**src/rtl/timer0_pkg.sv**
```systemverilog
// Constants shared by the timer0 block and its helper modules.
// Assumes an 8-bit I/O register space reached over a plain strobe port.
package timer0_pkg;

    // ------------------------------------------------------------
    // Register offsets (I/O space)
    // ------------------------------------------------------------
    localparam logic [7:0] clock_control_off = 8'h33;
    localparam logic [7:0] count_value_off = 8'h32;
    localparam logic [7:0] flag_reg_off = 8'h38;
    localparam logic [7:0] mask_reg_off = 8'h39;

    // ------------------------------------------------------------
    // Field positions and reset values
    // ------------------------------------------------------------
    localparam int ovf_bit = 1;
    localparam int clk_sel_w = 3;
    localparam int presc_w = 10;
    localparam logic [2:0] clk_sel_reset = 3'h0;
    localparam logic [7:0] count_reset = 8'h00;
    localparam logic [7:0] count_max = 8'hff;

    // ------------------------------------------------------------
    // Clock-select encodings
    // ------------------------------------------------------------
    localparam logic [2:0] sel_stop = 3'h0;
    localparam logic [2:0] sel_ck = 3'h1;
    localparam logic [2:0] sel_div8 = 3'h2;
    localparam logic [2:0] sel_div64 = 3'h3;
    localparam logic [2:0] sel_div256 = 3'h4;
    localparam logic [2:0] sel_div1024 = 3'h5;
    localparam logic [2:0] sel_ext_fall = 3'h6;
    localparam logic [2:0] sel_ext_rise = 3'h7;

    // Prescaler tap masks: tick when all lower bits of the counter are ones
    localparam logic [9:0] mask_div8 = 10'h007;
    localparam logic [9:0] mask_div64 = 10'h03f;
    localparam logic [9:0] mask_div256 = 10'h0ff;
    localparam logic [9:0] mask_div1024 = 10'h3ff;

    // Tap test, used for every divided selection
    function automatic logic tap_hit(input logic [9:0] cnt, input logic [9:0] msk);
        tap_hit = ((cnt & msk) == msk);
    endfunction

endpackage

```
**src/rtl/ext_pin_sync.sv**
```systemverilog
// Synchroniser and edge detector for the external count pin.
// Assumes the pin holds each level at least one core clock period.
module ext_pin_sync (
    // Clock and reset
    input wire logic clk,
    input wire logic rst,
    // Pin in, edges out
    input wire logic pin,
    output logic rise,
    output logic fall
);
    // ------------------------------------------------------------
    // Two-stage sampler plus history
    // ------------------------------------------------------------
    logic meta_r;
    logic sync_r;
    logic prev_r;

    // Sampled on the rising core clock edge; meta_r feeds only sync_r
    always_ff @(posedge clk or posedge rst) begin
        if (rst) begin
            meta_r <= 1'b0;
            sync_r <= 1'b0;
            prev_r <= 1'b0;
        end else begin
            meta_r <= pin;
            sync_r <= meta_r;
            prev_r <= sync_r;
        end
    end

    // Edges from the stable stages only
    assign rise = sync_r & ~prev_r;
    assign fall = ~sync_r & prev_r;

    one_edge_a: assert property (@(posedge clk) disable iff (rst)
        !(rise && fall)) else $error("both edges at once");

endmodule

```
**src/rtl/shared_prescaler.sv**
```systemverilog
// Free-running 10-bit prescaler shared by both timers.
// Assumes a single core clock; each timer picks its own tap from cnt.
module shared_prescaler
    import timer0_pkg::*;
(
    // Clock and reset
    input wire logic clk,
    input wire logic rst,
    // Prescaler state
    output logic [timer0_pkg::presc_w-1:0] cnt
);
    // ------------------------------------------------------------
    // Counter
    // ------------------------------------------------------------
    // Never stops, so both timers see one common phase
    always_ff @(posedge clk or posedge rst) begin
        if (rst) begin
            cnt <= '0;
        end else begin
            cnt <= cnt + 10'h001;
        end
    end

    // The edge that releases reset still sees the reset value, so it is skipped
    free_run_a: assert property (@(posedge clk) disable iff (rst)
        !$past(rst) |-> cnt == $past(cnt) + 10'h001) else $error("prescaler did not advance");

endmodule

```
**src/rtl/timer0.sv**
```systemverilog
// 8-bit timer/counter 0 with shared prescaler tap selection.
// Assumes the core bus port: one-cycle strobes, read data the cycle after.
//
// Functional notes
// - One shared free-running 10-bit prescaler
// - Select field picks stop, clock, taps, edges
// - Taps from core clock; stop disables
// - Pin sampled on core clock before edges
// - Pin edges count even when pin outputs
// - Count register is readable, writable up-counter
// - Counting resumes cycle after a write
// - Control bits 7-3 read zero, select resets
// - Flag and enable live in shared registers
// - Overflow flag bit1, clears by vector/one
//
// Our own choice: the strobed register port.
module timer0
    import timer0_pkg::*;
(
    // Clock and reset
    input wire logic clk,
    input wire logic rst,
    // Register port
    input wire logic [7:0] addr,
    input wire logic [7:0] wdata,
    input wire logic wr,
    input wire logic rd,
    output logic [7:0] rdata,
    // Core interrupt handshake
    input wire logic global_irq_en,
    input wire logic vector_ack,
    output logic irq,
    // External count pin
    input wire logic ext_count_pin,
    // Shared prescaler taps for the other timer
    output logic [timer0_pkg::presc_w-1:0] presc_cnt
);
    import timer0_pkg::*;

    // ------------------------------------------------------------
    // Declarations
    // ------------------------------------------------------------
    logic [2:0] clk_sel_r;
    logic [7:0] count_r;
    logic [7:0] count_nxt;
    logic overflow_flag_t0_r;
    logic overflow_irq_en_t0_r;
    logic [7:0] rdata_r;
    logic ext_rise;
    logic ext_fall;
    logic tick;
    logic ovf;
    logic wr_cnt;
    logic wr_ctl;
    logic wr_flag;
    logic wr_mask;

    // ------------------------------------------------------------
    // Helpers
    // ------------------------------------------------------------
    shared_prescaler u_presc (
        .clk(clk),
        .rst(rst),
        .cnt(presc_cnt)
    );

    // Pin is watched regardless of port direction, so software can count
    ext_pin_sync u_sync (
        .clk(clk),
        .rst(rst),
        .pin(ext_count_pin),
        .rise(ext_rise),
        .fall(ext_fall)
    );

    // ------------------------------------------------------------
    // Address decode
    // ------------------------------------------------------------
    // Full-address compare; the master never drives wr and rd together,
    // so a write decode never collides with a read of the same register.
    // Unmapped addresses simply decode to nothing.
    assign wr_cnt = wr && (addr == count_value_off);
    assign wr_ctl = wr && (addr == clock_control_off);
    assign wr_flag = wr && (addr == flag_reg_off);
    assign wr_mask = wr && (addr == mask_reg_off);

    // ------------------------------------------------------------
    // Count source selection
    // ------------------------------------------------------------
    // Taps come straight off the core-clock prescaler, no other clock
    // A tap fires once per period when the low prescaler bits are all ones,
    // so the first tick after a select write depends on the prescaler phase;
    // software that needs an exact first period must allow for that.
    // Edge selections use the synchronised pin, two edges behind it.
    always_comb begin
        case (clk_sel_r)
            sel_stop: tick = 1'b0;
            sel_ck: tick = 1'b1;
            sel_div8: tick = tap_hit(presc_cnt, mask_div8);
            sel_div64: tick = tap_hit(presc_cnt, mask_div64);
            sel_div256: tick = tap_hit(presc_cnt, mask_div256);
            sel_div1024: tick = tap_hit(presc_cnt, mask_div1024);
            sel_ext_fall: tick = ext_fall;
            sel_ext_rise: tick = ext_rise;
            default: tick = 1'b0;
        endcase
    end

    // ------------------------------------------------------------
    // Counter
    // ------------------------------------------------------------
    // A write takes this cycle; counting goes on from the new value next cycle
    // Trade-off: a tick that lands in the write cycle is dropped rather than
    // added to the written value, so software reads back what it wrote
    // until the next tick. Overflow is raised only on a real ff to 00 step,
    // never by a write, so a preload of 00 cannot set the flag.
    assign ovf = tick && !wr_cnt && (count_r == count_max);

    always_comb begin
        if (wr_cnt) begin
            count_nxt = wdata;
        end else if (tick) begin
            count_nxt = count_r + 8'h01;
        end else begin
            count_nxt = count_r;
        end
    end

    always_ff @(posedge clk or posedge rst) begin
        if (rst) begin
            count_r <= count_reset;
        end else begin
            count_r <= count_nxt;
        end
    end

    // ------------------------------------------------------------
    // Control register
    // ------------------------------------------------------------
    always_ff @(posedge clk or posedge rst) begin
        if (rst) begin
            clk_sel_r <= clk_sel_reset;
        end else if (wr_ctl) begin
            clk_sel_r <= wdata[clk_sel_w-1:0];
        end
    end

    // ------------------------------------------------------------
    // Shared flag and mask bits
    // ------------------------------------------------------------
    // Set wins over a same-cycle clear, so no overflow is dropped
    // The cost is that a clear racing an overflow leaves the flag set, which
    // software sees as one more pending overflow, never as a lost one.
    // Both clear paths, vector and write-one, share the same priority.
    always_ff @(posedge clk or posedge rst) begin
        if (rst) begin
            overflow_flag_t0_r <= 1'b0;
        end else if (ovf) begin
            overflow_flag_t0_r <= 1'b1;
        end else if (vector_ack || (wr_flag && wdata[ovf_bit])) begin
            overflow_flag_t0_r <= 1'b0;
        end
    end

    always_ff @(posedge clk or posedge rst) begin
        if (rst) begin
            overflow_irq_en_t0_r <= 1'b0;
        end else if (wr_mask) begin
            overflow_irq_en_t0_r <= wdata[ovf_bit];
        end
    end

    // Level request; it drops as soon as any of the three terms clears
    assign irq = global_irq_en && overflow_irq_en_t0_r && overflow_flag_t0_r;

    // ------------------------------------------------------------
    // Read port
    // ------------------------------------------------------------
    // Unmapped addresses and reserved bits read as zero
    // Read data stand for one cycle only, then fall back to zero, so the
    // master must take them in the cycle right after its strobe.
    // Reads have no side effects: reading the flag does not clear it.
    always_ff @(posedge clk or posedge rst) begin
        if (rst) begin
            rdata_r <= 8'h00;
        end else if (rd) begin
            case (addr)
                clock_control_off: rdata_r <= {5'h00, clk_sel_r};
                count_value_off: rdata_r <= count_r;
                flag_reg_off: rdata_r <= {6'h00, overflow_flag_t0_r, 1'b0};
                mask_reg_off: rdata_r <= {6'h00, overflow_irq_en_t0_r, 1'b0};
                default: rdata_r <= 8'h00;
            endcase
        end else begin
            rdata_r <= 8'h00;
        end
    end

    assign rdata = rdata_r;

    // ------------------------------------------------------------
    // Assertions
    // ------------------------------------------------------------
    stop_holds_a: assert property (@(posedge clk) disable iff (rst)
        (clk_sel_r == sel_stop && !wr_cnt) |=> $stable(count_r))
        else $error("stopped counter moved");

    ck_counts_a: assert property (@(posedge clk) disable iff (rst)
        (clk_sel_r == sel_ck && !wr_cnt && !wr_ctl) |=> count_r == $past(count_r) + 8'h01)
        else $error("clock select did not count");

    div8_rate_a: assert property (@(posedge clk) disable iff (rst)
        (clk_sel_r == sel_div8 && !wr_cnt && presc_cnt[2:0] != 3'h7) |=> $stable(count_r))
        else $error("div8 ticked off tap");

    write_load_a: assert property (@(posedge clk) disable iff (rst)
        wr_cnt |=> count_r == $past(wdata)) else $error("count write lost");

    ovf_sets_a: assert property (@(posedge clk) disable iff (rst)
        ovf |=> overflow_flag_t0_r && count_r == 8'h00) else $error("overflow not flagged");

    wrap_only_a: assert property (@(posedge clk) disable iff (rst)
        $rose(overflow_flag_t0_r) |-> $past(count_r) == count_max)
        else $error("flag set without wrap");

    ext_rise_a: assert property (@(posedge clk) disable iff (rst)
        (clk_sel_r == sel_ext_rise && !wr_cnt && !ext_rise) |=> $stable(count_r))
        else $error("counted without rising edge");

    ctl_read_a: assert property (@(posedge clk) disable iff (rst)
        (rd && addr == clock_control_off) |=> rdata[7:3] == 5'h00)
        else $error("reserved control bits nonzero");

    irq_gate_a: assert property (@(posedge clk) disable iff (rst)
        irq |-> overflow_flag_t0_r && overflow_irq_en_t0_r && global_irq_en)
        else $error("interrupt without all enables");

    // ------------------------------------------------------------
    // Assertions: register port and flag
    // ------------------------------------------------------------
    rdata_idle_a: assert property (@(posedge clk) disable iff (rst)
        !rd
        |=> rdata == 8'h00)
        else $error("read data not idle");

    cnt_read_a: assert property (@(posedge clk) disable iff (rst)
        (rd && addr == count_value_off)
        |=> rdata == $past(count_r))
        else $error("count read wrong");

    flag_read_a: assert property (@(posedge clk) disable iff (rst)
        (rd && addr == flag_reg_off)
        |=> rdata == {6'h00, $past(overflow_flag_t0_r), 1'b0})
        else $error("flag read wrong");

    mask_read_a: assert property (@(posedge clk) disable iff (rst)
        (rd && addr == mask_reg_off)
        |=> rdata == {6'h00, $past(overflow_irq_en_t0_r), 1'b0})
        else $error("mask read wrong");

    rdata_unmapped_a: assert property (@(posedge clk) disable iff (rst)
        (rd && addr != clock_control_off && addr != count_value_off
            && addr != flag_reg_off && addr != mask_reg_off)
        |=> rdata == 8'h00)
        else $error("unmapped read not zero");

    ctl_write_a: assert property (@(posedge clk) disable iff (rst)
        wr_ctl
        |=> clk_sel_r == $past(wdata[2:0]))
        else $error("select write lost");

    mask_write_a: assert property (@(posedge clk) disable iff (rst)
        wr_mask
        |=> overflow_irq_en_t0_r == $past(wdata[ovf_bit]))
        else $error("enable write lost");

    ack_clear_a: assert property (@(posedge clk) disable iff (rst)
        (vector_ack && !ovf)
        |=> !overflow_flag_t0_r)
        else $error("vector did not clear flag");

    w1c_clear_a: assert property (@(posedge clk) disable iff (rst)
        (wr_flag && wdata[ovf_bit] && !ovf)
        |=> !overflow_flag_t0_r)
        else $error("write one did not clear flag");

    set_wins_a: assert property (@(posedge clk) disable iff (rst)
        (ovf && (vector_ack || wr_flag))
        |=> overflow_flag_t0_r)
        else $error("clear beat overflow");

    flag_hold_a: assert property (@(posedge clk) disable iff (rst)
        (!ovf && !vector_ack && !(wr_flag && wdata[ovf_bit]))
        |=> $stable(overflow_flag_t0_r))
        else $error("flag changed by itself");

    irq_on_a: assert property (@(posedge clk) disable iff (rst)
        (global_irq_en && overflow_irq_en_t0_r && overflow_flag_t0_r)
        |-> irq)
        else $error("interrupt not requested");

    // ------------------------------------------------------------
    // Assertions: count path
    // ------------------------------------------------------------
    tick_step_a: assert property (@(posedge clk) disable iff (rst)
        (tick && !wr_cnt)
        |=> count_r == $past(count_r) + 8'h01)
        else $error("tick did not advance count");

    idle_hold_a: assert property (@(posedge clk) disable iff (rst)
        (!tick && !wr_cnt)
        |=> $stable(count_r))
        else $error("count moved without tick");

    div64_rate_a: assert property (@(posedge clk) disable iff (rst)
        (clk_sel_r == sel_div64 && !wr_cnt && presc_cnt[5:0] != 6'h3f)
        |=> $stable(count_r))
        else $error("div64 ticked off tap");

    div256_rate_a: assert property (@(posedge clk) disable iff (rst)
        (clk_sel_r == sel_div256 && !wr_cnt && presc_cnt[7:0] != 8'hff)
        |=> $stable(count_r))
        else $error("div256 ticked off tap");

    div1024_rate_a: assert property (@(posedge clk) disable iff (rst)
        (clk_sel_r == sel_div1024 && !wr_cnt && presc_cnt != 10'h3ff)
        |=> $stable(count_r))
        else $error("div1024 ticked off tap");

    ext_fall_a: assert property (@(posedge clk) disable iff (rst)
        (clk_sel_r == sel_ext_fall && !wr_cnt && !ext_fall)
        |=> $stable(count_r))
        else $error("counted without falling edge");

    // Scenarios that the bench should reach
    wrap_cov: cover property (@(posedge clk) disable iff (rst) ovf);
    ext_cov: cover property (@(posedge clk) disable iff (rst)
        clk_sel_r == sel_ext_fall && ext_fall);
    irq_cov: cover property (@(posedge clk) disable iff (rst) irq ##1 !irq);
    div1024_cov: cover property (@(posedge clk) disable iff (rst)
        clk_sel_r == sel_div1024 && tick);
    w1c_cov: cover property (@(posedge clk) disable iff (rst)
        wr_flag && wdata[ovf_bit] && overflow_flag_t0_r);

endmodule

```
**config.mk**
```make
export PLATFORM = sky130hd
export DESIGN_NAME = timer0
export DESIGN_NICKNAME = d
export VERILOG_FILES = /design/src/rtl/timer0_pkg.sv /design/src/rtl/ext_pin_sync.sv /design/src/rtl/shared_prescaler.sv /design/src/rtl/timer0.sv
export SDC_FILE = /design/constraint.sdc
export NUM_CORES = 1
export LEC_CHECK = 0
export BUFFER_PORTS_ARGS = -buffer_cell sky130_fd_sc_hd__buf_2
export CORE_UTILIZATION = 45
export CTS_BUF_LIST = sky130_fd_sc_hd__clkbuf_8
export CTS_CLUSTER_DIAMETER = 60
export DETAILED_ROUTE_END_ITERATION = 7
export GPL_ROUTABILITY_DRIVEN = 0
export HOLD_SLACK_MARGIN = 0.03
export PLACE_DENSITY = 0.72
export SETUP_SLACK_MARGIN = 0.1
export SYNTH_ARGS = -nofsm -noshare
export SYNTH_HDL_FRONTEND = slang
export SYNTH_SLANG_ARGS = --single-unit
```
**constraint.sdc**
```tcl
create_clock -name clk -period 1.9 [get_ports clk]
set_input_delay 0.38 -clock clk [delete_from_list [all_inputs] [get_ports clk]]
set_output_delay 0.38 -clock clk [all_outputs]
set_load 0.1 [all_outputs]
```
# Yosys cells after proc, flatten, opt, wreduce, memory -nomap -nowiden
# Cells that the tools add are included.
totals:
  regBits: 34
  in_bits: 23
  output_inout_bits: 19
  word_cells: 52
op_classes:
  addsub: 2
  eq_ne: 16
  mux: 7
  bitwise: 4
  reduce_logical: 14
op_table:
  columns: ["cell", "n"]
  rows:
  - ["8-bit by 6-bit equality test with 1-bit output, second input constant", 4]
  - ["8-bit case mux with 4 select lines", 1]
  - ["8-bit two-way mux", 3]
  - ["8-bit equality test, second input constant", 2]
  - ["3-bit equality test, second input constant", 5]
  - ["10-bit by 1-bit adder with 10-bit output, second input constant", 1]
  - ["10-bit equality test, second input constant", 1]
  - ["1-bit logical AND", 9]
  - ["8-bit by 1-bit adder with 8-bit output, second input constant", 1]
  - ["1-bit case mux with 8 select lines", 1]
  - ["3-bit by 2-bit equality test with 1-bit output, second input constant", 2]
  - ["6-bit equality test, second input constant", 1]
  - ["2-bit nonzero test", 2]
  - ["3-bit by 1-bit equality test with 1-bit output, second input constant", 1]
  - ["3-bit logical NOT", 1]
  - ["1-bit bitwise AND", 2]
  - ["1-bit two-way mux", 2]
  - ["1-bit inverter", 2]
  - ["1-bit logical NOT", 1]
  - ["1-bit logical OR", 1]

# Depth between registers and ports, before layout
# Gate-level depths: netlist of run 1.
logic_depth:
  word_depth: 6
  ltp_mapped: 7
  ltp_nobuf: 7

# Hierarchy
# Synthesis of run 1 repeated with hierarchy kept, for this count alone.
hier_totals:
  hier_cells: 151
  area_unflattened_um2: 1620.3
modules_own_cells:
  columns: ["mod", "n_inst", "cells_each", "area_per_inst_um2", "seq_area_each_um2"]
  rows:
  - ["timer0", 1, 110, 1108.6, 525.5]
  - ["shared_prescaler", 1, 35, 417.9, 250.2]
  - ["ext_pin_sync", 1, 6, 93.8, 75.1]

# Worst setup path before layout of run 1
# No wires, ideal clock.
synth_path:
  path_type: "register to register"
  from: "register u_presc.cnt[0] (netlist name)"
  to: "register count_r[3]"
  setup_ns: 0.082
  t_arrival_ns: 2.662
  required_ns: 1.818
  slack_ns: -0.844
  path_stages_with_launch: 7
  n_path_buf: 0
  synth_period_minus_slack_ns: 2.744
  path_cell_list: "dfrtp_1 -> ha_1 -> nand4_4 -> a2111oi_4 -> o21ai_2 -> or4_1 -> a31oi_1"
synth_between:
  elab_chain_cells: 3
  elab_cells_between_ends: 6
  cone_classes: "eq/ne (4); mux (1); reduce/logical (1)"
synth_rtl:
  columns: ["item", "line_no", "source"]
  rows:
  - ["start, declared", "shared_prescaler.sv:10", "output logic [timer0_pkg::presc_w-1:0] cnt"]
  - ["start signal, assigned", "shared_prescaler.sv:20", "cnt <= cnt + 10'h001;"]
  - ["10-bit equality test, or another cell as far along", "timer0_pkg.sv:43", "tap_hit = ((cnt & msk) == msk);"]
  - ["1-bit case mux with 8 select lines *", "timer0.sv:96", "case (clk_sel_r)"]
  - ["2-bit nonzero test (no line) *", null, null]
  - ["end signal, assigned", "timer0.sv:131", "count_r <= count_reset;"]
  - ["end signal, assigned", "timer0.sv:133", "count_r <= count_nxt;"]
  - ["end, declared", "timer0.sv:44", "logic [7:0] count_r;"]
# Every way passes the cells marked *; elsewhere a longest branch is shown, timed or not.
# A chain may end at the register's enable or synchronous reset.

# Final worst setup path of run 1
layout_path:
  from: "register u_presc.cnt[0] (netlist name)"
  to: "register count_r[6]"
# Same word-level chain as after synthesis.

==> impl_results.html, run 1 <==
<table>
<tr><th>Metric</th><th>Value</th></tr>
<tr><th colspan="2">Outcome</th></tr>
<tr><td>Outcome</td><td>complete, no violations</td></tr>
<tr><th colspan="2">Critical path</th></tr>
<tr><td>Type of destination of the critical path</td><td>flip-flop</td></tr>
<tr><td>Critical path class</td><td>flip-flop to flip-flop</td></tr>
<tr><td>Maximum fanout count along the critical path</td><td>5</td></tr>
<tr><td>Crit path DAT</td><td>2.02 ns</td></tr>
<tr><td>Critical Path Start Type</td><td>flip-flop</td></tr>
<tr><td>Crit path required time</td><td>2.12 ns</td></tr>
<tr><th colspan="2">Cells and area</th></tr>
<tr><td>Antenna diode count</td><td>0</td></tr>
<tr><td>Count of fill cells added during filler insertion</td><td>285</td></tr>
<tr><td>Total Nets Final</td><td>227</td></tr>
<tr><td>Layout overhead on the synthesized area</td><td>29.7%</td></tr>
<tr><td>Final cell count without fillers</td><td>248</td></tr>
<tr><td>Seq. cell area</td><td>876 µm²</td></tr>
<tr><td>Share of post-route cells with drive strength above 1</td><td>40.1%</td></tr>
<tr><td>Final Instance Area</td><td>2110 µm²</td></tr>
<tr><td>Multi-input logic area</td><td>776 µm²</td></tr>
<tr><th colspan="2">GRT</th></tr>
<tr><td>Total global routing overflow</td><td>0</td></tr>
<tr><td>Largest net degree at the start of global routing</td><td>19</td></tr>
<tr><td>GRT Resource Usage Total</td><td>19.3%</td></tr>
<tr><td>Global-route wire length before repair</td><td>5.93 mm</td></tr>
<tr><td>Via count of the first global-routing pass</td><td>1339</td></tr>
<tr><td>Initial antenna violation count</td><td>0</td></tr>
<tr><th colspan="2">STA</th></tr>
<tr><td>Post-route clock skew</td><td>0.00761 ns</td></tr>
<tr><td>Final period util</td><td>94.7%</td></tr>
<tr><td>Worst relative slew slack</td><td>64.2%</td></tr>
<tr><td>Peak clock frequency supported by timing</td><td>556 MHz</td></tr>
<tr><td>Pins Over Slew Limit</td><td>0</td></tr>
<tr><td>Fin. Hold Viols</td><td>0</td></tr>
<tr><td>Final setup slack of the worst path</td><td>0.101 ns</td></tr>
<tr><td>Min cycle time layout</td><td>1.80 ns</td></tr>
<tr><td>RSZ-0062 raised after global routing</td><td>true</td></tr>
<tr><td>Count of final setup violators</td><td>0</td></tr>
<tr><td>Transition at the pin with the smallest max-transition slack</td><td>0.536 ns</td></tr>
<tr><th colspan="2">Routing</th></tr>
<tr><td># DRC</td><td>0</td></tr>
<tr><td>TritonRoute pass-1 iters</td><td>4</td></tr>
<tr><td>Detailed-route wire length</td><td>3.23 mm</td></tr>
<tr><td>DR vias</td><td>1290</td></tr>
<tr><td>Count of routing violations after the opening detailed-route iteration</td><td>44</td></tr>
<tr><td>Post-DR vias/cell</td><td>5.20</td></tr>
<tr><td>Antenna violation net count after detailed routing</td><td>0</td></tr>
<tr><td>Mean routed wirelength per cell</td><td>13.0 µm</td></tr>
<tr><th colspan="2">Place</th></tr>
<tr><td>Pre-CTS worst setup slack</td><td>0.0725 ns</td></tr>
<tr><td>Total half-perimeter wirelength after legalization and detailed placement</td><td>2.42 mm</td></tr>
<tr><td># port buffers</td><td>41</td></tr>
<tr><td>Total cell area at the placement stage</td><td>1960 µm²</td></tr>
<tr><td>Placed Cells incl. Taps</td><td>234</td></tr>
<tr><th colspan="2">Clock network</th></tr>
<tr><td>Num CTS Buffers</td><td>5</td></tr>
<tr><td>Total number of H-tree levels</td><td>2</td></tr>
<tr><td>Clock slew at reported path FFs</td><td>0.07 ns</td></tr>
<tr><td>Longest Clk Path Bufs</td><td>2</td></tr>
<tr><td>Clk_lat worst skew</td><td>0.28 ns</td></tr>
<tr><td>Root Buffer Master</td><td>sky130_fd_sc_hd__clkbuf_8</td></tr>
<tr><td>Clock sink total</td><td>34</td></tr>
<tr><td>Clock tree from TritonCTS</td><td>yes</td></tr>
<tr><th colspan="2">Yosys</th></tr>
<tr><td>Dominant register cell in the synthesized netlist</td><td>sky130_fd_sc_hd__dfrtp_1</td></tr>
<tr><td>Nets in the synthesized netlist</td><td>169</td></tr>
<tr><td>Number of flops mapped to enable cells by yosys</td><td>0</td></tr>
<tr><td>Number of warning messages in the yosys log</td><td>0</td></tr>
<tr><td>Post-synthesis sequential element count</td><td>34</td></tr>
<tr><td>Combined area of all synthesized cells</td><td>1630 µm²</td></tr>
<tr><td>Share of the yosys chip area belonging to registers</td><td>52.2%</td></tr>
<tr><td>Cells after synthesis</td><td>143</td></tr>
<tr><td>Proportion of synthesized flip-flops having asynchronous set or reset</td><td>100%</td></tr>
<tr><td>Mean Syn Cell Area</td><td>11.4 µm²</td></tr>
<tr><td>Unique cell type count in the Yosys netlist</td><td>38</td></tr>
<tr><th colspan="2">Pwr</th></tr>
<tr><td>Lkg Pwr</td><td>1.01 nW</td></tr>
<tr><td>Ratio of total power to cell area</td><td>797 nW/µm²</td></tr>
<tr><td>PnR Total Power</td><td>1.68 mW</td></tr>
<tr><td>Maximum vdd ir drop</td><td>0.000485 V</td></tr>
<tr><th colspan="2">Die</th></tr>
<tr><td>Starting density of the core</td><td>48.1%</td></tr>
<tr><td>I/O pin total</td><td>42</td></tr>
<tr><td>Y dimension of the die</td><td>62.2 µm</td></tr>
<tr><td>Die ar.</td><td>3860 µm²</td></tr>
<tr><td>Placement Rows</td><td>21</td></tr>
<tr><td>Core region area</td><td>3390 µm²</td></tr>
<tr><td>Die Width</td><td>62.2 µm</td></tr>
<tr><th colspan="2">Min path</th></tr>
<tr><td>Hold/Removal Path Class</td><td>input pin to flip-flop</td></tr>
<tr><th colspan="2">Run</th></tr>
<tr><td>Max Cap Violations</td><td>0</td></tr>
</table>
-- worst max-delay path, cell delays in order (launching register included) --
cell,delay (ns)
sky130_fd_sc_hd__dfrtp_4,0.50
sky130_fd_sc_hd__ha_4,0.19
sky130_fd_sc_hd__ha_4,0.15
sky130_fd_sc_hd__nand3b_1,0.13
sky130_fd_sc_hd__o2111ai_4,0.15
sky130_fd_sc_hd__o211ai_1,0.19
sky130_fd_sc_hd__mux2_1,0.35
sky130_fd_sc_hd__nand2_1,0.06
-- registers in the layout (all words and copies together) (netlist names) --
name                  flops
u_presc.cnt              10
count_r                   8
rdata                     8
clk_sel_r                 3
overflow_flag_t0_r        1
overflow_irq_en_t0_r      1
u_sync.meta_r             1
u_sync.prev_r             1
u_sync.sync_r             1
-- power by group --
part | internal (mW) | switching, mW
Sequential | 0.804 | 0.0881
Combinational | 0.153 | 0.157
Clock | 0.244 | 0.238
Total | 1.20 | 0.484
-- final cells by class --
class | count | share of cell area, %
clock buffers | 5 | 3.26
clock inverters | 3 | 0.533
inverters | 7 | 1.24
multi-input cells | 100 | 36.7
flip-flops and latches | 34 | 41.4
well taps | 46 | 2.72
repair buffers | 53 | 14.1
-- timing repair --
| action | 4_1_cts | 5_1_grt |
|---|---|---|
| buffers inserted | 3 | 2 |
| endpoints found under the hold margin | 4 | 0 |
| pin swaps | 2 | 3 |
| hold buffers | 1 | 0 |
| resized for setup | 3 | 0 |
| setup endpoints to repair | 2 | 6 |
-- layout by cell type (no fill, tap or decap), types with 2 or more instances in the layout --
cell	n
sky130_fd_sc_hd__a21oi_1	6
sky130_fd_sc_hd__and2_1	5
sky130_fd_sc_hd__and3_1	2
sky130_fd_sc_hd__buf_2	41
sky130_fd_sc_hd__buf_4	11
sky130_fd_sc_hd__clkbuf_8	5
sky130_fd_sc_hd__dfrtp_1	24
sky130_fd_sc_hd__dfrtp_2	5
sky130_fd_sc_hd__dfrtp_4	5
sky130_fd_sc_hd__ha_4	2
sky130_fd_sc_hd__inv_1	10
sky130_fd_sc_hd__mux2_2	4
sky130_fd_sc_hd__mux2i_1	4
sky130_fd_sc_hd__nand2_1	8
sky130_fd_sc_hd__nand3_1	5
sky130_fd_sc_hd__nand3_2	2
sky130_fd_sc_hd__nand4_1	6
sky130_fd_sc_hd__nand4b_1	2
sky130_fd_sc_hd__nor2_1	14
sky130_fd_sc_hd__nor3_1	3
sky130_fd_sc_hd__nor3b_1	2
sky130_fd_sc_hd__o211ai_1	5
sky130_fd_sc_hd__xnor2_1	6
sky130_fd_sc_hd__xor2_1	6
-- per-layer routing --
metal / up-vias / wire length [µm] / track usage (%)
met5: - / 0 / 0
met4: 0 / 29 / 6.69
met3: 4 / 163 / 6.07
met2: 33 / 1610 / 32.1
met1: 623 / 1420 / 23.6
li1: 630 / - / -
-- kinds of logic (layout without fill, tap and decap cells) --
family	Yosys count	after routing	share of synthesized area (%)
adders and majority gates	3	3	2.30
and+or+nand+nor	56	56	20.3
xor gates and xnor gates	12	12	6.45
AOI/OAI and AO/OA	20	20	10.1
DFF	34	34	52.2
muxes	9	9	5.91
buffers and inverters	9	68	2.69
-- through the flow --
step / setup TNS (ns) / util [%] / hold WS (ns)
3_5_place_dp: 0 / 57.9 / 0.297
3_3_place_gp: 0 / 57.9 / 0.291
6_report: 0 / 62.3 / 0.209
2_1_floorplan: -0.0961 / - / 0.331
4_1_cts: 0 / 61.9 / 0.202
5_1_grt: 0 / 62.3 / 0.189
-- cells in the mapped netlist, drive strengths merged, types with 2 or more instances --
| cell type | instances | area, µm² |
|---|---|---|
| ha | 3 | 37.5 |
| xnor2 | 6 | 52.6 |
| and3 | 2 | 12.5 |
| nand2 | 9 | 41.3 |
| mux2i | 4 | 40.0 |
| clkbuf | 2 | 17.5 |
| dfrtp | 34 | 851 |
| nand4 | 7 | 58.8 |
| nor2 | 14 | 52.6 |
| a21oi | 6 | 30.0 |
| nand3 | 7 | 40.0 |
| inv | 7 | 26.3 |
| nor3 | 3 | 15.0 |
| and2 | 5 | 31.3 |
| nand4b | 2 | 17.5 |
| o211ai | 5 | 37.5 |
| nor3b | 2 | 15.0 |
| mux2 | 5 | 56.3 |
| xor2 | 6 | 52.6 |
-- worst paths after layout --
check                                         startpoint                  endpoint  slack, ns  cells after the start
worst min-delay path                       ext_count_pin   u_sync.meta_r$_DFF_PP0_       0.21                      1
worst max-delay path            u_presc.cnt[0]$_DFF_PP0_    count_r[6]$_DFFE_PP0P_       0.10                      7
worst max register to register  u_presc.cnt[0]$_DFF_PP0_    count_r[6]$_DFFE_PP0P_       0.10                      7
worst min register to register   u_sync.meta_r$_DFF_PP0_   u_sync.sync_r$_DFF_PP0_       0.35                      0
min in group asynchronous                            rst  u_presc.cnt[7]$_DFF_PP0_       0.55                      3
max in group asynchronous                            rst    count_r[1]$_DFFE_PP0P_       0.89                      4
Power figures use the tool's default switching activity.
==> run 2, diff against run 1 <==
--- a/config.mk
+++ b/config.mk
@@ -5,14 +5,16 @@
 export SDC_FILE = /design/constraint.sdc
 export NUM_CORES = 1
 export LEC_CHECK = 0
+export ABC_AREA = 1
 export BUFFER_PORTS_ARGS = -buffer_cell sky130_fd_sc_hd__buf_2
+export CORE_ASPECT_RATIO = 0.7
 export CORE_UTILIZATION = 45
 export CTS_BUF_LIST = sky130_fd_sc_hd__clkbuf_8
 export CTS_CLUSTER_DIAMETER = 60
 export DETAILED_ROUTE_END_ITERATION = 7
 export GPL_ROUTABILITY_DRIVEN = 0
 export HOLD_SLACK_MARGIN = 0.03
-export PLACE_DENSITY = 0.72
+export PLACE_DENSITY = 0.71
 export SETUP_SLACK_MARGIN = 0.1
 export SYNTH_ARGS = -nofsm -noshare
 export SYNTH_HDL_FRONTEND = slang
==> run 2 against run 1 <==
Compared with the run above: combinational power rose by 48%; die area increased by 8.4%; global-route usage fell by 0.073 points; worst setup slack improved by 0.19 ns; synthesized cell count up 50%; synthesized area increased by 8.5%; critical endpoint is now irq; largest cell class unchanged; highest routed layer unchanged.
==> impl_results.html, run 2 <==
<table>
<tr><th>Metric</th><th>Value</th></tr>
<tr><th colspan="2">STA</th></tr>
<tr><td>RSZ-0062 raised after global routing</td><td>false</td></tr>
<tr><td>Final TNS setup</td><td>0 ns (unchanged)</td></tr>
<tr><td>Transition at the pin with the smallest max-transition slack</td><td>0.489 ns (-0.0467 ns)</td></tr>
<tr><td>Post-route clock skew</td><td>0.00790 ns (+0.000294 ns)</td></tr>
<tr><td>Final setup slack of the worst path</td><td>0.292 ns (+0.190 ns)</td></tr>
<tr><td>Worst relative slew slack</td><td>67.6% (+3.4 points)</td></tr>
<tr><td>Peak clock frequency supported by timing</td><td>622 MHz (+12%)</td></tr>
<tr><td>Final period util</td><td>84.6% (-10 points)</td></tr>
<tr><td>Minimum hold slack</td><td>0.177 ns (-0.0319 ns)</td></tr>
<tr><td>Count of final setup violators</td><td>0 (unchanged)</td></tr>
<tr><td>Pins Over Slew Limit</td><td>0 (unchanged)</td></tr>
<tr><td>Min cycle time layout</td><td>1.61 ns (-0.190 ns)</td></tr>
<tr><td>Fin. Hold Viols</td><td>0 (unchanged)</td></tr>
<tr><th colspan="2">Place</th></tr>
<tr><td>Placed Cells incl. Taps</td><td>303 (+29%)</td></tr>
<tr><td>Pre-CTS worst setup slack</td><td>0.265 ns (+0.193 ns)</td></tr>
<tr><td># port buffers</td><td>41 (unchanged)</td></tr>
<tr><td>Total half-perimeter wirelength after legalization and detailed placement</td><td>2.73 mm (+13%)</td></tr>
<tr><td>Total cell area at the placement stage</td><td>2030 µm² (+3.3%)</td></tr>
<tr><th colspan="2">Yosys</th></tr>
<tr><td>Cell with the most instances after synthesis</td><td>sky130_fd_sc_hd__nand2_1</td></tr>
<tr><td>Combined area of all synthesized cells</td><td>1770 µm² (+8.5%)</td></tr>
<tr><td>Mean Syn Cell Area</td><td>8.26 µm² (-27%)</td></tr>
<tr><td>Synth cell count leaders</td><td>66 x sky130_fd_sc_hd__nand2_1, 34 x sky130_fd_sc_hd__dfrtp_1, 23 x sky130_fd_sc_hd__inv_1</td></tr>
<tr><td>Share of the yosys chip area belonging to registers</td><td>48.1% (-4.1 points)</td></tr>
<tr><td>Nets in the synthesized netlist</td><td>240 (+42%)</td></tr>
<tr><td>Post-synthesis sequential element count</td><td>34 (unchanged)</td></tr>
<tr><td>Ranking of synthesized cells by area</td><td>sky130_fd_sc_hd__dfrtp_1 48%, sky130_fd_sc_hd__nand2_1 14%, sky130_fd_sc_hd__nand3_1 5.9%</td></tr>
<tr><td>Dominant register cell in the synthesized netlist</td><td>sky130_fd_sc_hd__dfrtp_1</td></tr>
<tr><td>Biggest area consumer among synthesized cells</td><td>sky130_fd_sc_hd__dfrtp_1</td></tr>
<tr><td>Cells after synthesis</td><td>214 (+50%)</td></tr>
<tr><td>Proportion of synthesized flip-flops having asynchronous set or reset</td><td>100% (unchanged)</td></tr>
<tr><td>Proportion of netlist area held by the largest area contributor</td><td>48.1% (-4.1 points)</td></tr>
<tr><td>Unique cell type count in the Yosys netlist</td><td>28 (-26%)</td></tr>
<tr><td>Number of flops mapped to enable cells by yosys</td><td>0 (unchanged)</td></tr>
<tr><td>Number of warning messages in the yosys log</td><td>0 (unchanged)</td></tr>
<tr><th colspan="2">Run</th></tr>
<tr><td>Max Cap Violations</td><td>0 (unchanged)</td></tr>
<tr><th colspan="2">Die</th></tr>
<tr><td>Die ar.</td><td>4190 µm² (+8.4%)</td></tr>
<tr><td>Die Width</td><td>76.9 µm (+24%)</td></tr>
<tr><td>I/O pin total</td><td>42 (unchanged)</td></tr>
<tr><td>Y dimension of the die</td><td>54.4 µm (-12%)</td></tr>
<tr><td>Core region area</td><td>3650 µm² (+7.6%)</td></tr>
<tr><td>Starting density of the core</td><td>48.5% (+0.39 points)</td></tr>
<tr><td>Placement Rows</td><td>18 (-14%)</td></tr>
<tr><th colspan="2">Routing</th></tr>
<tr><td>Detailed route wirelength on metal2</td><td>1.45 mm (-10%)</td></tr>
<tr><td>Count of routing violations after the opening detailed-route iteration</td><td>123 (+180%)</td></tr>
<tr><td>Met3 wire length</td><td>233 µm (+43%)</td></tr>
<tr><td>Mean routed wirelength per cell</td><td>11.6 µm (-11%)</td></tr>
<tr><td>Top Layer Used</td><td>met4</td></tr>
<tr><td># DRC</td><td>0 (unchanged)</td></tr>
<tr><td>Detailed-route wire length</td><td>3.59 mm (+11%)</td></tr>
<tr><td>TritonRoute pass-1 iters</td><td>4 (unchanged)</td></tr>
<tr><td>Routed metal-1 wire length</td><td>1.86 mm (+31%)</td></tr>
<tr><td>Post-DR vias/cell</td><td>4.91 (-5.5%)</td></tr>
<tr><td>DR vias</td><td>1528 (+18%)</td></tr>
<tr><td>Antenna violation net count after detailed routing</td><td>0 (unchanged)</td></tr>
<tr><th colspan="2">Clock network</th></tr>
<tr><td>Num CTS Buffers</td><td>5 (unchanged)</td></tr>
<tr><td>Hold bufs inserted after CTS</td><td>0 (-1)</td></tr>
<tr><td>Number of setup buffers added after CTS</td><td>0 (-3)</td></tr>
<tr><td>Total number of H-tree levels</td><td>2 (unchanged)</td></tr>
<tr><td>Root Buffer Master</td><td>sky130_fd_sc_hd__clkbuf_8</td></tr>
<tr><td>Clock slew at reported path FFs</td><td>0.07 ns (about the same)</td></tr>
<tr><td>Clock tree from TritonCTS</td><td>yes</td></tr>
<tr><td>Clock sink total</td><td>34 (unchanged)</td></tr>
<tr><td>Clk_lat worst skew</td><td>0.28 ns (about the same)</td></tr>
<tr><td>Longest Clk Path Bufs</td><td>2 (unchanged)</td></tr>
<tr><td>Post-CTS resize count</td><td>0 (-3)</td></tr>
<tr><th colspan="2">Critical path</th></tr>
<tr><td>Maximum fanout count along the critical path</td><td>3 (-2)</td></tr>
<tr><td>Crit path DAT</td><td>1.23 ns (-0.79 ns)</td></tr>
<tr><td>Crit path required time</td><td>1.52 ns (-0.60 ns)</td></tr>
<tr><td>Critical path class</td><td>flip-flop to output port</td></tr>
<tr><td>Critical Path Start Type</td><td>flip-flop</td></tr>
<tr><td>Type of destination of the critical path</td><td>output port</td></tr>
<tr><td>Slack of the worst reg-to-reg path</td><td>0.31 ns (+0.21 ns)</td></tr>
<tr><td>Reg-to-reg critical path startpoint</td><td>u_presc.cnt[0]$_DFF_PP0_</td></tr>
<tr><td>Reg2reg end</td><td>count_r[1]$_DFFE_PP0P_</td></tr>
<tr><td>Depth of the most critical reg-to-reg path</td><td>7 (unchanged)</td></tr>
<tr><th colspan="2">GRT</th></tr>
<tr><td>Largest net degree at the start of global routing</td><td>35 (+16)</td></tr>
<tr><td>Via count of the first global-routing pass</td><td>1341 (+0.15%)</td></tr>
<tr><td>Global-route wire length before repair</td><td>6.04 mm (+1.7%)</td></tr>
<tr><td>Total global routing overflow</td><td>0 (unchanged)</td></tr>
<tr><td>GRT Resource Usage Total</td><td>19.2% (-0.073 points)</td></tr>
<tr><td>Initial antenna violation count</td><td>0 (unchanged)</td></tr>
<tr><th colspan="2">Cells and area</th></tr>
<tr><td>Antenna diode count</td><td>0 (unchanged)</td></tr>
<tr><td>Largest register FFs</td><td>10 (unchanged)</td></tr>
<tr><td>Total Nets Final</td><td>286 (+26%)</td></tr>
<tr><td>Register ranked first by flip-flop count</td><td>u_presc.cnt</td></tr>
<tr><td>Layout overhead on the synthesized area</td><td>19.8%</td></tr>
<tr><td>Share of post-route cells with drive strength above 1</td><td>25.3% (-15 points)</td></tr>
<tr><td>Most frequent cells in the layout</td><td>66 x sky130_fd_sc_hd__nand2_1, 41 x sky130_fd_sc_hd__buf_2, 28 x sky130_fd_sc_hd__dfrtp_1</td></tr>
<tr><td>Post-route core utilization</td><td>58.1% (-4.3 points)</td></tr>
<tr><td>Final cell count without fillers</td><td>311 (+25%)</td></tr>
<tr><td>Commonest non-fill, non-tap cell in the layout</td><td>sky130_fd_sc_hd__nand2_1</td></tr>
<tr><td>Final Instance Area</td><td>2120 µm² (+0.24%)</td></tr>
<tr><th colspan="2">Pwr</th></tr>
<tr><td>PnR Total Power</td><td>1.91 mW (+13%)</td></tr>
<tr><td>Maximum vdd ir drop</td><td>0.000384 V (-21%)</td></tr>
<tr><td>Lkg Pwr</td><td>1.18 nW (+17%)</td></tr>
<tr><td>Ratio of total power to cell area</td><td>902 nW/µm² (+13%)</td></tr>
<tr><th colspan="2">Min path</th></tr>
<tr><td>Hold/Removal Path Class</td><td>input pin to asynchronous set/reset pin</td></tr>
<tr><th colspan="2">Outcome</th></tr>
<tr><td>Outcome</td><td>complete, no violations</td></tr>
</table>
-- run 2: critical path: stages (launching register included) --
cell and delay (ns):
sky130_fd_sc_hd__dfrtp_1 0.38, sky130_fd_sc_hd__and3_1 0.16, sky130_fd_sc_hd__buf_2 0.42
-- run 2: layout make-up --
type                       count  area, µm²
fill                         336       1530
sequential                    34        858
tap                           50       62.6
clock buffer                   6       82.6
inverter                      24       90.1
timing repair buffer          42        213
clock inverter                 2       8.76
multi-input combinational    153        803
-- run 2: metal layers --
metal,track usage (%),vias to the layer above
met5,0,-
li1,-,784
met2,29.5,46
met4,5.77,0
met3,4.17,6
met1,27.5,692
-- run 2: how the worst max path moves through the flow --
| stage | start | endpoint |
|---|---|---|
| after floorplan | u_presc.cnt[6]$_DFF_PP0_ | count_r[0]$_DFFE_PP0P_ |
| after detailed placement | addr[7] | count_r[5]$_DFFE_PP0P_ |
| after CTS | overflow_irq_en_t0_r$_DFFE_PP0P_ | irq |
| final | overflow_irq_en_t0_r$_DFFE_PP0P_ | irq |
| after global placement | addr[7] | count_r[5]$_DFFE_PP0P_ |
| after global routing | u_presc.cnt[0]$_DFF_PP0_ | count_r[1]$_DFFE_PP0P_ |
-- run 2: logic make-up (layout without fill, tap and decap cells) --
kind of cell	count (synthesis)	in the layout	share of synthesized area, %
xor+xnor	11	11	5.45
fa+ha+maj	3	3	2.12
compound gates	10	10	3.68
simple gates	129	129	34.2
flops	34	34	48.1
buf+inv	27	74	6.44
-- run 2: report_power, final --
part | switching [mW] | internal (mW)
clock | 0.246 | 0.287
combinational | 0.277 | 0.182
sequential | 0.105 | 0.813
total | 0.629 | 1.28
==> run 3, diff against run 2 <==
--- a/config.mk
+++ b/config.mk
@@ -14,7 +14,7 @@
 export DETAILED_ROUTE_END_ITERATION = 7
 export GPL_ROUTABILITY_DRIVEN = 0
 export HOLD_SLACK_MARGIN = 0.03
-export PLACE_DENSITY = 0.71
+export PLACE_DENSITY = 0.69
 export SETUP_SLACK_MARGIN = 0.1
 export SYNTH_ARGS = -nofsm -noshare
 export SYNTH_HDL_FRONTEND = slang
==> constraint.sdc (replaced) <==
create_clock -name clk -period 1.5 [get_ports clk]
set_input_delay 0.3 -clock clk [delete_from_list [all_inputs] [get_ports clk]]
set_output_delay 0.3 -clock clk [all_outputs]
set_load 0.1 [all_outputs]
==> run 3 against run 2 <==
Compared with the run above: the run now ends with negative setup slack left; clock power rose by 27%; critical path depth grew 6; hold slack worse by 0.076 ns; global-route usage is 1.6 points higher; non-clock buffer count is 12 higher; core utilization up 7.2 points; total power increased by 30%; worst setup slack worse by 0.31 ns; final cell count up 4.2%; count of clock-buffer cells in the layout did not move; sequential cell count unchanged; wire length is 12% higher; critical path type is now flip-flop to flip-flop; critical endpoint is now count_r[3]$_DFFE_PP0P_; highest routed layer unchanged.
==> impl_results.html, run 3 (synthesis gave the netlist of run 2 again) <==
<table>
<tr><th>Metric</th><th>Value</th></tr>
<tr><th colspan="2">GRT</th></tr>
<tr><td>Largest net degree at the start of global routing</td><td>35 (unchanged)</td></tr>
<tr><td>Via count of the first global-routing pass</td><td>1338 (-0.22%)</td></tr>
<tr><td>GRT Resource Usage Total</td><td>20.8% (+1.6 points)</td></tr>
<tr><td>Total global routing overflow</td><td>0 (unchanged)</td></tr>
<tr><td>Global-route wire length before repair</td><td>6.42 mm (+6.4%)</td></tr>
<tr><td>Initial antenna violation count</td><td>0 (unchanged)</td></tr>
<tr><th colspan="2">STA</th></tr>
<tr><td>Fin. Hold Viols</td><td>0 (unchanged)</td></tr>
<tr><td>Pins Over Slew Limit</td><td>0 (unchanged)</td></tr>
<tr><td>Final TNS setup</td><td>-0.0801 ns (-0.0801 ns)</td></tr>
<tr><td>Post-route clock skew</td><td>0.00263 ns (-0.00527 ns)</td></tr>
<tr><td>RSZ-0062 raised after global routing</td><td>true</td></tr>
<tr><td>Count of final setup violators</td><td>7 (+7)</td></tr>
<tr><td>Worst relative slew slack</td><td>67.4% (-0.18 points)</td></tr>
<tr><td>Min cycle time layout</td><td>1.52 ns</td></tr>
<tr><td>Transition at the pin with the smallest max-transition slack</td><td>0.492 ns (+0.00270 ns)</td></tr>
<tr><td>Final period util</td><td>101%</td></tr>
<tr><td>Final setup slack of the worst path</td><td>-0.0154 ns (-0.307 ns)</td></tr>
<tr><td>Peak clock frequency supported by timing</td><td>660 MHz</td></tr>
<tr><th colspan="2">Critical path</th></tr>
<tr><td>Worst setup startpoint</td><td>u_presc.cnt[0]$_DFF_PP0_</td></tr>
<tr><td>Depth of the most critical reg-to-reg path</td><td>8 (+1)</td></tr>
<tr><td>Crit path required time</td><td>1.68 ns (+0.16 ns)</td></tr>
<tr><td>Type of destination of the critical path</td><td>flip-flop</td></tr>
<tr><td>Crit path DAT</td><td>1.69 ns (+0.46 ns)</td></tr>
<tr><td>Reg-to-reg critical path startpoint</td><td>u_presc.cnt[0]$_DFF_PP0_</td></tr>
<tr><td>Maximum fanout count along the critical path</td><td>8 (+5)</td></tr>
<tr><td>Critical path class</td><td>flip-flop to flip-flop</td></tr>
<tr><td>Critical Path Start Type</td><td>flip-flop</td></tr>
<tr><th colspan="2">Pwr</th></tr>
<tr><td>PnR Total Power</td><td>2.49 mW (+30%)</td></tr>
<tr><td>Maximum vdd ir drop</td><td>0.000567 V (+48%)</td></tr>
<tr><td>Ratio of total power to cell area</td><td>1050 nW/µm² (+16%)</td></tr>
<tr><td>Lkg Pwr</td><td>1.25 nW (+6.0%)</td></tr>
<tr><th colspan="2">Clock network</th></tr>
<tr><td>Clock slew at reported path FFs</td><td>0.07 ns (about the same)</td></tr>
<tr><td>Total number of H-tree levels</td><td>2 (unchanged)</td></tr>
<tr><td>Longest Clk Path Bufs</td><td>2 (unchanged)</td></tr>
<tr><td>Num CTS Buffers</td><td>5 (unchanged)</td></tr>
<tr><td>Hold bufs inserted after CTS</td><td>0 (unchanged)</td></tr>
<tr><td>Clock tree from TritonCTS</td><td>yes</td></tr>
<tr><td>Clock sink total</td><td>34 (unchanged)</td></tr>
<tr><td>Root Buffer Master</td><td>sky130_fd_sc_hd__clkbuf_8</td></tr>
<tr><td>Clk_lat worst skew</td><td>0.28 ns (about the same)</td></tr>
<tr><th colspan="2">Cells and area</th></tr>
<tr><td>Layout overhead on the synthesized area</td><td>34.7%</td></tr>
<tr><td>Final Instance Area</td><td>2380 µm² (+12%)</td></tr>
<tr><td>Register ranked first by flip-flop count</td><td>u_presc.cnt</td></tr>
<tr><td>Post-route core utilization</td><td>65.3% (+7.2 points)</td></tr>
<tr><td>Most frequent cells in the layout</td><td>60 x sky130_fd_sc_hd__nand2_1, 31 x sky130_fd_sc_hd__buf_2, 24 x sky130_fd_sc_hd__inv_1, 24 x sky130_fd_sc_hd__dfrtp_1</td></tr>
<tr><td>Largest register FFs</td><td>10 (unchanged)</td></tr>
<tr><td>Antenna diode count</td><td>0 (unchanged)</td></tr>
<tr><td>Share of post-route cells with drive strength above 1</td><td>35.8% (+10 points)</td></tr>
<tr><td>Total Nets Final</td><td>299 (+4.5%)</td></tr>
<tr><td>Commonest non-fill, non-tap cell in the layout</td><td>sky130_fd_sc_hd__nand2_1</td></tr>
<tr><th colspan="2">Die</th></tr>
<tr><td>Placement Rows</td><td>18 (unchanged)</td></tr>
<tr><td>I/O pin total</td><td>42 (unchanged)</td></tr>
<tr><td>Core region area</td><td>3650 µm² (unchanged)</td></tr>
<tr><td>Starting density of the core</td><td>48.5% (unchanged)</td></tr>
<tr><td>Die ar.</td><td>4190 µm² (unchanged)</td></tr>
<tr><td>Y dimension of the die</td><td>54.4 µm (unchanged)</td></tr>
<tr><td>Die Width</td><td>76.9 µm (unchanged)</td></tr>
<tr><th colspan="2">Min path</th></tr>
<tr><td>Hold/Removal Path Class</td><td>input pin to asynchronous set/reset pin</td></tr>
<tr><th colspan="2">Routing</th></tr>
<tr><td>Antenna violation net count after detailed routing</td><td>0 (unchanged)</td></tr>
<tr><td>Count of routing violations after the opening detailed-route iteration</td><td>137 (+11%)</td></tr>
<tr><td># DRC</td><td>0 (unchanged)</td></tr>
<tr><td>Mean routed wirelength per cell</td><td>12.4 µm (+7.2%)</td></tr>
<tr><td>DR vias</td><td>1568 (+2.6%)</td></tr>
<tr><td>Detailed-route wire length</td><td>4.01 mm (+12%)</td></tr>
<tr><td>TritonRoute pass-1 iters</td><td>4 (unchanged)</td></tr>
<tr><td>Post-DR vias/cell</td><td>4.84 (-1.5%)</td></tr>
<tr><th colspan="2">Outcome</th></tr>
<tr><td>Outcome</td><td>complete, but fails checks</td></tr>
<tr><td>Violated checks</td><td>negative setup slack</td></tr>
<tr><th colspan="2">Place</th></tr>
<tr><td># port buffers</td><td>41 (unchanged)</td></tr>
<tr><td>Total cell area at the placement stage</td><td>2210 µm² (+8.9%)</td></tr>
<tr><td>Total half-perimeter wirelength after legalization and detailed placement</td><td>3.00 mm (+9.7%)</td></tr>
<tr><th colspan="2">Run</th></tr>
<tr><td>Max Cap Violations</td><td>0 (unchanged)</td></tr>
</table>
## run 3: critical path: stages (launching register included)
cell and delay [ns]:
sky130_fd_sc_hd__dfrtp_4 0.49, sky130_fd_sc_hd__ha_4 0.19, sky130_fd_sc_hd__ha_4 0.15, sky130_fd_sc_hd__nand2_2 0.06, sky130_fd_sc_hd__a21oi_2 0.06, sky130_fd_sc_hd__o21ai_4 0.12
sky130_fd_sc_hd__nand3_4 0.18, sky130_fd_sc_hd__nand2_1 0.10, sky130_fd_sc_hd__nand2_1 0.05
## run 3: through the flow
step | setup WS [ns] | hold slack (ns) | cells
after floorplan | -0.112 | 0.331 | 214
after global placement | 0.0455 | 0.334 | 311
after detailed placement | -0.00179 | 0.336 | 311
after CTS | 0.00456 | 0.113 | 320
after global routing | -0.0979 | 0.113 | 324
final | -0.0154 | 0.101 | 324
## run 3: what timing repair did
item	4_1_cts	5_1_grt
setup buffers	1	3
endpoints found under the setup margin	18	14
pin swaps	11	4
cloned	0	1
resized for setup	8	9
## run 3: per-layer routing
metal  global-route usage, %  vias to the layer above  share of wire [%]
li1                        -                      808                  -
met1                    31.6                      702                 53
met2                    27.7                       54                 39
met3                    4.83                        4                6.9
met4                    8.65                        0               0.70
met5                       0                        -                  0
## run 3: power breakdown
part / leakage [nW] / internal [mW] / switching, mW / total (mW)
logic: 0.777 / 0.274 / 0.388 / 0.662
registers: 0.424 / 1.03 / 0.121 / 1.15
clock network: 0.0524 / 0.363 / 0.316 / 0.679
total: 1.25 / 1.67 / 0.824 / 2.49
## run 3: layout make-up
class | instances | area, µm²
inverters | 24 | 90.1
fillers | 312 | 1270
repair buffers | 54 | 365
multi-input cells | 154 | 893
clock inverters | 2 | 8.76
flip-flops and latches | 34 | 878
clock buffers | 6 | 82.6
well taps | 50 | 62.6
## run 3: worst paths after layout
check                                           end  slack [ns]
hold reg to reg             u_sync.sync_r$_DFF_PP0_        0.35
setup / recovery             count_r[3]$_DFFE_PP0P_       -0.02
setup reg to reg             count_r[3]$_DFFE_PP0P_       -0.02
max in group asynchronous  u_presc.cnt[4]$_DFF_PP0_        1.05
min in group clk            u_sync.meta_r$_DFF_PP0_        0.12
hold / removal                   rdata[2]$_DFF_PP0_        0.10
